## config.mk

```make
export PLATFORM = sky130hd
export DESIGN_NAME = alt_function_remap_and_io_comp
export DESIGN_NICKNAME = d
export VERILOG_FILES = /design/src/include/alt_function_remap_pkg.sv /design/src/hdl/level_sync.sv /design/src/hdl/alt_function_remap_and_io_comp.sv
export SDC_FILE = /design/constraint.sdc
export NUM_CORES = 1
export LEC_CHECK = 0
export ABC_AREA = 1
export BUFFER_PORTS_ARGS = -buffer_cell sky130_fd_sc_hd__buf_4
export CORE_UTILIZATION = 38
export CTS_CLUSTER_SIZE = 16
export DETAILED_ROUTE_END_ITERATION = 6
export PLACE_DENSITY = 0.75
export SETUP_SLACK_MARGIN = 0.5
export SYNTH_ARGS = -nofsm -noshare
export SYNTH_HDL_FRONTEND = slang
export SYNTH_SLANG_ARGS = --single-unit
```

## constraint.sdc

```tcl
create_clock -name clk -period 1 [get_ports clk]
set_input_delay 0.1 -clock clk [delete_from_list [all_inputs] [get_ports clk]]
set_output_delay 0.1 -clock clk [all_outputs]
set_load 0.05 [all_outputs]
```

## src/include/alt_function_remap_pkg.sv

```systemverilog
// constants, field layout and pin carriers for the remap and compensation block
package alt_function_remap_pkg;

  localparam int ADDR_W = 8;
  localparam int DATA_W = 32;

  localparam logic [ADDR_W-1:0] REMAP_CTRL_OFFSET = 8'h1C;
  localparam logic [ADDR_W-1:0] COMP_CTRL_OFFSET = 8'h20;

  localparam logic [DATA_W-1:0] REMAP_CTRL_RESET = 32'h00000000;
  localparam logic [DATA_W-1:0] COMP_CTRL_RESET = 32'h00000000;

  // bits that software may change; all others read as zero, except the compensation ready bit, which reads live status
  localparam logic [DATA_W-1:0] REMAP_CTRL_WR_MASK = 32'h00001FE0;
  localparam logic [DATA_W-1:0] COMP_CTRL_WR_MASK = 32'h00000001;

  localparam int TRIM_SEL_LSB = 11;
  localparam int TRIM_SEL_MSB = 12;
  localparam int ADDR_VALID_DISC_BIT = 10;
  localparam int TIMER13_SEL_BIT = 9;
  localparam int TIMER12_SEL_BIT = 8;
  localparam int TIMER10_SEL_BIT = 7;
  localparam int TIMER9_SEL_BIT = 6;
  localparam int TIMER8_SEL_BIT = 5;
  // single-channel selects sit side by side: timers 9, 10, 12, 13
  localparam int SINGLE_SEL_LSB = 6;
  localparam int SINGLE_TIMERS = 4;

  localparam int COMP_READY_BIT = 8;
  localparam int COMP_ENABLE_BIT = 0;

  localparam logic [1:0] TRIM_SEL_PA8 = 2'h0;
  localparam logic [1:0] TRIM_SEL_PD15 = 2'h1;

  localparam logic [1:0] RESP_OKAY = 2'h0;
  localparam logic [1:0] RESP_SLVERR = 2'h2;

  typedef enum logic [1:0] {
    REG_NONE = 2'h0,
    REG_REMAP = 2'h1,
    REG_COMP = 2'h3
  } reg_sel_t;

  typedef struct packed {
    logic value;
    logic oe;
  } pin_drive_t;

  typedef struct packed {
    logic pa8;
    logic pd15;
    logic pf0;
  } trim_pins_t;

  typedef struct packed {
    logic ch0;
    logic ch1;
  } dual_channel_t;

  typedef struct packed {
    pin_drive_t pa2;
    pin_drive_t pa3;
    pin_drive_t pe5;
    pin_drive_t pe6;
  } timer8_pins_t;

endpackage : alt_function_remap_pkg

```

## src/hdl/level_sync.sv

```systemverilog
// two-flop synchroniser for a slow level
`timescale 1ns/1ns
`default_nettype none
module level_sync
(
  input wire logic clk,
  input wire logic rst_n,
  input wire logic async_in,
  output logic sync_out
);

  logic meta_q;
  logic sync_q;

  // first stage feeds only the second stage
  always_ff @(posedge clk or negedge rst_n)
  begin
    if (!rst_n)
    begin
      meta_q <= 1'b0;
      sync_q <= 1'b0;
    end
    else
    begin
      meta_q <= async_in;
      sync_q <= meta_q;
    end
  end

  assign sync_out = sync_q;

endmodule : level_sync
`default_nettype wire

```

## src/hdl/alt_function_remap_and_io_comp.sv

```systemverilog
// pin remap control and compensation cell control over an axi4-lite slave
//
// Our own choice: the AXI4-Lite slave port.
`timescale 1ns/1ns
`default_nettype none
module alt_function_remap_and_io_comp
(
  input wire logic clk,
  input wire logic rst_n,
  input wire logic s_axi_awvalid,
  output logic s_axi_awready,
  input wire logic [7:0] s_axi_awaddr,
  input wire logic s_axi_wvalid,
  output logic s_axi_wready,
  input wire logic [31:0] s_axi_wdata,
  input wire logic [3:0] s_axi_wstrb,
  output logic s_axi_bvalid,
  input wire logic s_axi_bready,
  output logic [1:0] s_axi_bresp,
  input wire logic s_axi_arvalid,
  output logic s_axi_arready,
  input wire logic [7:0] s_axi_araddr,
  output logic s_axi_rvalid,
  input wire logic s_axi_rready,
  output logic [31:0] s_axi_rdata,
  output logic [1:0] s_axi_rresp,
  input wire alt_function_remap_pkg::trim_pins_t trim_pins,
  output logic trim_sync_input,
  input wire logic ext_mem_addr_valid_strobe,
  output alt_function_remap_pkg::pin_drive_t addr_valid_pin,
  input wire logic [3:0] single_channel0,
  output alt_function_remap_pkg::pin_drive_t [3:0] single_default_pin,
  output alt_function_remap_pkg::pin_drive_t [3:0] single_remap_pin,
  input wire alt_function_remap_pkg::dual_channel_t timer_unit8_channels,
  output alt_function_remap_pkg::timer8_pins_t timer8_pins,
  output logic comp_cell_enable,
  input wire logic comp_cell_ready_in
);

  logic [31:0] remap_q;
  logic [31:0] comp_q;
  logic aw_held_q;
  logic w_held_q;
  logic [7:0] awaddr_q;
  logic [31:0] wdata_q;
  logic [3:0] wstrb_q;
  logic bvalid_q;
  logic [1:0] bresp_q;
  logic rvalid_q;
  logic [31:0] rdata_q;
  logic [1:0] rresp_q;
  logic ready_sync;
  logic comp_ready_flag;
  logic wr_commit;
  logic ar_fire;
  alt_function_remap_pkg::reg_sel_t wr_sel;
  alt_function_remap_pkg::reg_sel_t rd_sel;

  // address decode, shared by read and write paths
  function automatic alt_function_remap_pkg::reg_sel_t decode(
    input logic [7:0] addr
  );
    alt_function_remap_pkg::reg_sel_t sel;
    sel = alt_function_remap_pkg::REG_NONE;
    if (addr == alt_function_remap_pkg::REMAP_CTRL_OFFSET)
    begin
      sel = alt_function_remap_pkg::REG_REMAP;
    end
    else if (addr == alt_function_remap_pkg::COMP_CTRL_OFFSET)
    begin
      sel = alt_function_remap_pkg::REG_COMP;
    end
    return sel;
  endfunction : decode

  // byte-lane merge limited to writable bits
  function automatic logic [31:0] merge(
    input logic [31:0] old,
    input logic [31:0] data,
    input logic [3:0] strb,
    input logic [31:0] mask
  );
    logic [31:0] lanes;
    lanes = {{8{strb[3]}}, {8{strb[2]}}, {8{strb[1]}}, {8{strb[0]}}};
    return ((old & ~lanes) | (data & lanes)) & mask;
  endfunction : merge

  // write channel: address and data taken in either order
  assign s_axi_awready = !aw_held_q;
  assign s_axi_wready = !w_held_q;
  assign wr_commit = aw_held_q && w_held_q && !bvalid_q;
  assign wr_sel = decode(awaddr_q);

  always_ff @(posedge clk or negedge rst_n)
  begin
    if (!rst_n)
    begin
      aw_held_q <= 1'b0;
      awaddr_q <= 8'h00;
    end
    else if (s_axi_awvalid && s_axi_awready)
    begin
      aw_held_q <= 1'b1;
      awaddr_q <= s_axi_awaddr;
    end
    else if (wr_commit)
    begin
      aw_held_q <= 1'b0;
    end
  end

  always_ff @(posedge clk or negedge rst_n)
  begin
    if (!rst_n)
    begin
      w_held_q <= 1'b0;
      wdata_q <= 32'h00000000;
      wstrb_q <= 4'h0;
    end
    else if (s_axi_wvalid && s_axi_wready)
    begin
      w_held_q <= 1'b1;
      wdata_q <= s_axi_wdata;
      wstrb_q <= s_axi_wstrb;
    end
    else if (wr_commit)
    begin
      w_held_q <= 1'b0;
    end
  end

  always_ff @(posedge clk or negedge rst_n)
  begin
    if (!rst_n)
    begin
      bvalid_q <= 1'b0;
      bresp_q <= alt_function_remap_pkg::RESP_OKAY;
    end
    else if (wr_commit)
    begin
      bvalid_q <= 1'b1;
      if (wr_sel == alt_function_remap_pkg::REG_NONE)
      begin
        bresp_q <= alt_function_remap_pkg::RESP_SLVERR;
      end
      else
      begin
        bresp_q <= alt_function_remap_pkg::RESP_OKAY;
      end
    end
    else if (s_axi_bready)
    begin
      bvalid_q <= 1'b0;
    end
  end

  assign s_axi_bvalid = bvalid_q;
  assign s_axi_bresp = bresp_q;

  // remap register storage
  // reserved bits are masked off, so a careless write cannot set them
  always_ff @(posedge clk or negedge rst_n)
  begin
    if (!rst_n)
    begin
      remap_q <= alt_function_remap_pkg::REMAP_CTRL_RESET;
    end
    else if (wr_commit && wr_sel == alt_function_remap_pkg::REG_REMAP)
    begin
      remap_q <= merge(remap_q, wdata_q, wstrb_q,
                       alt_function_remap_pkg::REMAP_CTRL_WR_MASK);
    end
  end

  // ready bit is not stored here, so writes never reach it
  always_ff @(posedge clk or negedge rst_n)
  begin
    if (!rst_n)
    begin
      comp_q <= alt_function_remap_pkg::COMP_CTRL_RESET;
    end
    else if (wr_commit && wr_sel == alt_function_remap_pkg::REG_COMP)
    begin
      comp_q <= merge(comp_q, wdata_q, wstrb_q,
                      alt_function_remap_pkg::COMP_CTRL_WR_MASK);
    end
  end

  // read channel: one read outstanding, answer one cycle after address
  assign s_axi_arready = !rvalid_q;
  assign ar_fire = s_axi_arvalid && s_axi_arready;
  assign rd_sel = decode(s_axi_araddr);

  always_ff @(posedge clk or negedge rst_n)
  begin
    if (!rst_n)
    begin
      rvalid_q <= 1'b0;
      rdata_q <= 32'h00000000;
      rresp_q <= alt_function_remap_pkg::RESP_OKAY;
    end
    else if (ar_fire)
    begin
      rvalid_q <= 1'b1;
      rresp_q <= alt_function_remap_pkg::RESP_OKAY;
      case (rd_sel)
        alt_function_remap_pkg::REG_REMAP: rdata_q <= remap_q;
        alt_function_remap_pkg::REG_COMP:
        begin
          rdata_q <= comp_q;
          // live ready status at its bit
          rdata_q[alt_function_remap_pkg::COMP_READY_BIT] <= comp_ready_flag;
        end
        default:
        begin
          rdata_q <= 32'h00000000;
          rresp_q <= alt_function_remap_pkg::RESP_SLVERR;
        end
      endcase
    end
    else if (s_axi_rready)
    begin
      rvalid_q <= 1'b0;
    end
  end

  assign s_axi_rvalid = rvalid_q;
  assign s_axi_rdata = rdata_q;
  assign s_axi_rresp = rresp_q;

  // enable straight from the stored bit
  assign comp_cell_enable = comp_q[alt_function_remap_pkg::COMP_ENABLE_BIT];

  // the analogue cell settles on its own time base
  level_sync u_ready_sync
  (
    .clk(clk),
    .rst_n(rst_n),
    .async_in(comp_cell_ready_in),
    .sync_out(ready_sync)
  );

  // gated by enable
  // a stale ready from a disabled cell would otherwise mislead software
  assign comp_ready_flag = ready_sync && comp_cell_enable;

  always_comb
  begin
    case (remap_q[alt_function_remap_pkg::TRIM_SEL_MSB:
                  alt_function_remap_pkg::TRIM_SEL_LSB])
      alt_function_remap_pkg::TRIM_SEL_PA8: trim_sync_input = trim_pins.pa8;
      alt_function_remap_pkg::TRIM_SEL_PD15: trim_sync_input = trim_pins.pd15;
      default: trim_sync_input = trim_pins.pf0;
    endcase
  end

  assign addr_valid_pin.oe =
    !remap_q[alt_function_remap_pkg::ADDR_VALID_DISC_BIT];
  assign addr_valid_pin.value = addr_valid_pin.oe && ext_mem_addr_valid_strobe;

  // single-channel pin pairs, one select bit each
  genvar gi;
  generate
    for (gi = 0; gi < alt_function_remap_pkg::SINGLE_TIMERS; gi++)
    begin : g_single
      logic sel;
      assign sel = remap_q[alt_function_remap_pkg::SINGLE_SEL_LSB + gi];
      assign single_default_pin[gi].oe = !sel;
      assign single_default_pin[gi].value = !sel && single_channel0[gi];
      assign single_remap_pin[gi].oe = sel;
      assign single_remap_pin[gi].value = sel && single_channel0[gi];
    end
  endgenerate

  logic t8_sel;
  assign t8_sel = remap_q[alt_function_remap_pkg::TIMER8_SEL_BIT];
  assign timer8_pins.pa2.oe = !t8_sel;
  assign timer8_pins.pa2.value = !t8_sel && timer_unit8_channels.ch0;
  assign timer8_pins.pa3.oe = !t8_sel;
  assign timer8_pins.pa3.value = !t8_sel && timer_unit8_channels.ch1;
  assign timer8_pins.pe5.oe = t8_sel;
  assign timer8_pins.pe5.value = t8_sel && timer_unit8_channels.ch0;
  assign timer8_pins.pe6.oe = t8_sel;
  assign timer8_pins.pe6.value = t8_sel && timer_unit8_channels.ch1;

  // checks
  property p_trim_select;
    @(posedge clk) disable iff (!rst_n)
    remap_q[12:11] == 2'h1 |-> trim_sync_input == trim_pins.pd15;
  endproperty
  a_trim_select: assert property (p_trim_select)
    else $error("trim sync not taken from PD15");

  property p_strobe_release;
    @(posedge clk) disable iff (!rst_n)
    remap_q[10] |-> !addr_valid_pin.oe && !addr_valid_pin.value;
  endproperty
  a_strobe_release: assert property (p_strobe_release)
    else $error("strobe pin driven while disconnected");

  property p_timer13_map;
    @(posedge clk) disable iff (!rst_n)
    remap_q[9] |-> single_remap_pin[3].oe && !single_default_pin[3].oe
      && single_remap_pin[3].value == single_channel0[3];
  endproperty
  a_timer13_map: assert property (p_timer13_map)
    else $error("timer 13 channel not on PF9");

  property p_timer9_map;
    @(posedge clk) disable iff (!rst_n)
    !remap_q[6] |-> single_default_pin[0].oe
      && single_default_pin[0].value == single_channel0[0];
  endproperty
  a_timer9_map: assert property (p_timer9_map)
    else $error("timer 9 channel not on PB8");

  property p_timer8_map;
    @(posedge clk) disable iff (!rst_n)
    remap_q[5] |-> timer8_pins.pe6.value == timer_unit8_channels.ch1
      && !timer8_pins.pa3.oe;
  endproperty
  a_timer8_map: assert property (p_timer8_map)
    else $error("timer 8 channel 1 not on PE6");

  property p_remap_write;
    @(posedge clk) disable iff (!rst_n)
    wr_commit && awaddr_q == 8'h1C && wstrb_q == 4'hF
      |=> remap_q == ($past(wdata_q) & 32'h00001FE0);
  endproperty
  a_remap_write: assert property (p_remap_write)
    else $error("remap register did not take write");

  property p_ready_read;
    @(posedge clk) disable iff (!rst_n)
    ar_fire && s_axi_araddr == 8'h20 |=> s_axi_rvalid
      && s_axi_rdata[8] == $past(comp_ready_flag);
  endproperty
  a_ready_read: assert property (p_ready_read)
    else $error("read ready bit mismatch");

  property p_enable_write;
    @(posedge clk) disable iff (!rst_n)
    wr_commit && awaddr_q == 8'h20 && wstrb_q[0]
      |=> comp_cell_enable == $past(wdata_q[0]);
  endproperty
  a_enable_write: assert property (p_enable_write)
    else $error("enable did not follow write");

  property p_enable_stable;
    @(posedge clk) disable iff (!rst_n)
    $changed(comp_cell_enable) |-> $past(wr_commit)
      && $past(awaddr_q) == 8'h20;
  endproperty
  a_enable_stable: assert property (p_enable_stable)
    else $error("enable changed without a write");

  property p_timer12_map;
    @(posedge clk) disable iff (!rst_n)
    remap_q[8] != remap_q[7] |-> single_remap_pin[2].oe
      != single_remap_pin[1].oe;
  endproperty
  a_timer12_map: assert property (p_timer12_map)
    else $error("timer 12 and 10 selects crossed");

  property p_ready_sync;
    @(posedge clk) disable iff (!rst_n)
    comp_cell_enable && comp_cell_ready_in [*3]
      |-> comp_ready_flag;
  endproperty
  a_ready_sync: assert property (p_ready_sync)
    else $error("ready flag late");

  property p_ready_gated;
    @(posedge clk) disable iff (!rst_n)
    !comp_cell_enable |-> !comp_ready_flag;
  endproperty
  a_ready_gated: assert property (p_ready_gated)
    else $error("ready flag set while disabled");

  property p_cov_remap_all;
    @(posedge clk) disable iff (!rst_n)
    remap_q[12:5] == 8'hFF;
  endproperty
  c_cov_remap_all: cover property (p_cov_remap_all);

  property p_cov_ready;
    @(posedge clk) disable iff (!rst_n)
    $rose(comp_ready_flag);
  endproperty
  c_cov_ready: cover property (p_cov_ready);

  property p_cov_bad_addr;
    @(posedge clk) disable iff (!rst_n)
    s_axi_rvalid && s_axi_rresp == 2'h2;
  endproperty
  c_cov_bad_addr: cover property (p_cov_bad_addr);

endmodule : alt_function_remap_and_io_comp
`default_nettype wire

```

==> flow_metrics.env <==
export IMPL_setup_viol=73
export IMPL_dpl_cell_area_um2=3220
export IMPL_relSlewSlack_pct=63.3
export IMPL_cts_root_buffer="clkbuf_8"
export IMPL_synth_top_family_by_area="simple AND/OR/NAND/NOR gates"
export IMPL_gr_usage_all_layers_pct=18.1
export IMPL_p_leak_nw=2.06
export IMPL_status="finished, violations left"
export IMPL_postLayoutCellArea_um2=4120
export IMPL_die_w_um=80.0
export IMPL_synth_area_leaders="dfrtp_1 49%, buf_4 10%, nand2_1 9.7%"
export IMPL_avgSynthCellArea_um2=9.14
export IMPL_max_freq_mhz=785
export IMPL_drc=0
export IMPL_synthSimpleGateAreaFrac_pct=19.5
export IMPL_ys_seq_elements=45
export IMPL_routed_wl_um=5800
export IMPL_drt_iter0_drc=44
export IMPL_clk_path_buf_depth=2
export IMPL_fill_cells=422
export IMPL_arrival_ns=1.17
export IMPL_netSwitchingPower_mw=3.40
export IMPL_grt_pass1_vias=1888
export IMPL_num_io_pins=139
export IMPL_die_area_um2=6400
export IMPL_p_comb_share_pct=53.8
export IMPL_max_stage_delay_ns=0.51
export IMPL_grt_first_pass_wirelength_um=8750
export IMPL_critPathKind="reg2out"
export IMPL_gp_congestion=0.750
export IMPL_skew_ns=0.00721
export IMPL_dp_hpwl_um=3730
export IMPL_start_util_pct=39.3
export IMPL_muxShareOfSynthArea_pct=10.7
export IMPL_dieHeight_um=80.0
export IMPL_clock_latency_ns=0.29
export IMPL_portBuffers=88
export IMPL_ys_seq_area_share_pct=48.7
export IMPL_vdd_drop_max_mv=1.72
export IMPL_clkSinkCount=45
export IMPL_fin_nets=458
export IMPL_rows=28
export IMPL_cell_internal_pwr_mw=5.22
export IMPL_seq_power_share_pct=34.1
export IMPL_cts_htree_levels=2
export IMPL_coreArea_um2=5890
export IMPL_syn_to_final_growth_pct=77.9
export IMPL_cp_cell_sequence="nand2_2 -> clkinvlp_4 -> buf_8"
export IMPL_final_common_cell="buf_4"
export IMPL_fin_setup_tns_ns=-10.58
export IMPL_async_flop_share_pct=100
export IMPL_path_buf_inv=2
export IMPL_fin_crit_ns=1.27
export IMPL_r2r_start="w_held_q$_DFFE_PN0P_"
export IMPL_cts_tree="built"
export IMPL_synth_compound_area_share_pct=3.46
export IMPL_synth_xor_area_share_pct=0
export IMPL_clkPwrFrac_pct=12.1
export IMPL_rsz0062_at_grt="true"
export IMPL_synth_cells=253
export IMPL_maxCapViolCount=0
export IMPL_wire_per_inst_um=12.5
export IMPL_dr_pass1_iters=6
export IMPL_numCtsBuffers=5
export IMPL_synth_flop_cell="dfrtp_1"
export IMPL_yosysTopAreaCell="dfrtp_1"
export IMPL_drv_slew=0
export IMPL_syn_area_um2=2310
export IMPL_regArea_um2=1150
export IMPL_switching_share_pct=39.4
export IMPL_mostFrequentLayoutCells="70 x buf_4, 42 x buf_6, 41 x nand2_1, 26 x dfrtp_1, 25 x conb_1"
export IMPL_synth_cell_types=23
export IMPL_reg2reg_slack_ns=-0.20
export IMPL_hold_viol=48
export IMPL_failed_checks="hold timing, setup timing"
export IMPL_antenna_found_initial=0
export IMPL_via_count=2051
export IMPL_grt_max_degree=46
export IMPL_hold_path_class="in2async"
export IMPL_via_per_inst=4.42
export IMPL_synth_edf_count=0
export IMPL_cp_slowest_cell="dfrtp_2"
export IMPL_yosys_warnings=0
export IMPL_end_kind="output port"
export IMPL_drtAntennaViolNets=0
export IMPL_power_density_nw_per_um2=2090
export IMPL_grt_overflow_total=0
export IMPL_required_ns=0.90
export IMPL_multiInputGateArea_um2=1200
export IMPL_path_clk_slew_ns=0.08
export IMPL_worst_slack_ns=-0.275
export IMPL_cp_start_kind="register"
export IMPL_netlist_area_leader_share_pct=48.7
export IMPL_antenna_cells=0
export IMPL_synth_fa_ha_area_share_pct=0
export IMPL_whs_ns=-0.217
export IMPL_period_share_pct=127
export IMPL_ff2ff_path_depth=6
export IMPL_tightest_slew_ns=0.551
export IMPL_drive_above_1_share_pct=64.5
export IMPL_critPathTopFamily="flip-flops"
export IMPL_cp_max_fo=8
power by group through the flow:
stage	combinational (mW)	clock [mW]	sequential (mW)
2_1_floorplan	2.19	0	2.99
3_3_place_gp	3.12	0	2.88
3_5_place_dp	3.17	0	2.91
4_1_cts	4.15	1.08	2.89
5_1_grt	4.89	1.16	3.00
6_report	4.64	1.04	2.94
final cells by class:
type / instances / area share (%)
well taps: 75 / 2.28
flip-flops and latches: 45 / 27.9
repair inverters: 2 / 0.608
repair buffers: 135 / 32.8
clock inverters: 1 / 0.122
clock buffers: 7 / 1.85
multi-input cells: 163 / 29.2
inverters: 36 / 5.23
through the flow:
step | worst slack [ns] | power, mW | utilization, % | instances
finish | -0.275 | 8.62 | 69.9 | 464
global route | -0.325 | 9.05 | 69.9 | 464
detailed placement | -0.189 | 6.08 | 54.7 | 420
global placement | -0.145 | 6.00 | 54.7 | 420
floorplan | -0.403 | 5.17 | - | 277
CTS | -0.269 | 8.12 | 65.9 | 452
synth_stat cells (2+ instances only):
| master | instances |
|---|---|
| buf_4 | 32 |
| dfrtp_1 | 45 |
| inv_1 | 33 |
| inv_2 | 2 |
| mux2_2 | 9 |
| mux2_4 | 9 |
| nand2_1 | 60 |
| nand2_2 | 2 |
| nand3_1 | 6 |
| nand4_1 | 11 |
| nor2_1 | 18 |
| nor2_4 | 2 |
| o21ai_0 | 14 |
layer usage:
layer | share of wire, % | GRT usage, % | up-vias
met3 | 4.7 | 3.54 | 7
met2 | 55 | 33.0 | 75
met5 | 0 | 0 | -
li1 | - | - | 1017
met4 | 1.3 | 6.79 | 0
met1 | 39 | 20.7 | 952
timing repair:
item | CTS | global route
pin swaps | 16 | 18
setup buffers | 21 | 11
cloned | 3 | 1
endpoints found under the hold margin | 48 | 48
resized for setup | 99 | 37
endpoints found under the setup margin | 87 | 87
cells by family after synthesis:
group                  count (synthesis)
AND/OR/NAND/NOR                      101
multiplexers                          19
AO/OA/AOI/OAI                         16
flip-flops                            45
buffers and inverters                 71
other                                  1
worst reg2reg max path, delay by kind of cell (launching register included):
family / cells / cell delay [ns]
flip-flops: 1 / 0.43
AND/OR/NAND/NOR: 3 / 0.31
buffers and inverters: 3 / 0.35
worst max path at each step:
stage / end / slack (ns) / start / cells after the start
2_1_floorplan: s_axi_rdata[5]$_DFFE_PN0P_ / -0.40 / s_axi_rvalid$_DFFE_PN0P_ / 5
3_3_place_gp: register / -0.15 / awaddr_q[5]$_DFFE_PN0P_ / 6
3_5_place_dp: register / -0.19 / awaddr_q[5]$_DFFE_PN0P_ / 6
4_1_cts: timer8_pins[4] / -0.27 / register / 2
5_1_grt: timer8_pins[4] / -0.33 / register / 2
6_report: timer8_pins[3] / -0.27 / register / 3
Power figures use the tool's default switching activity.
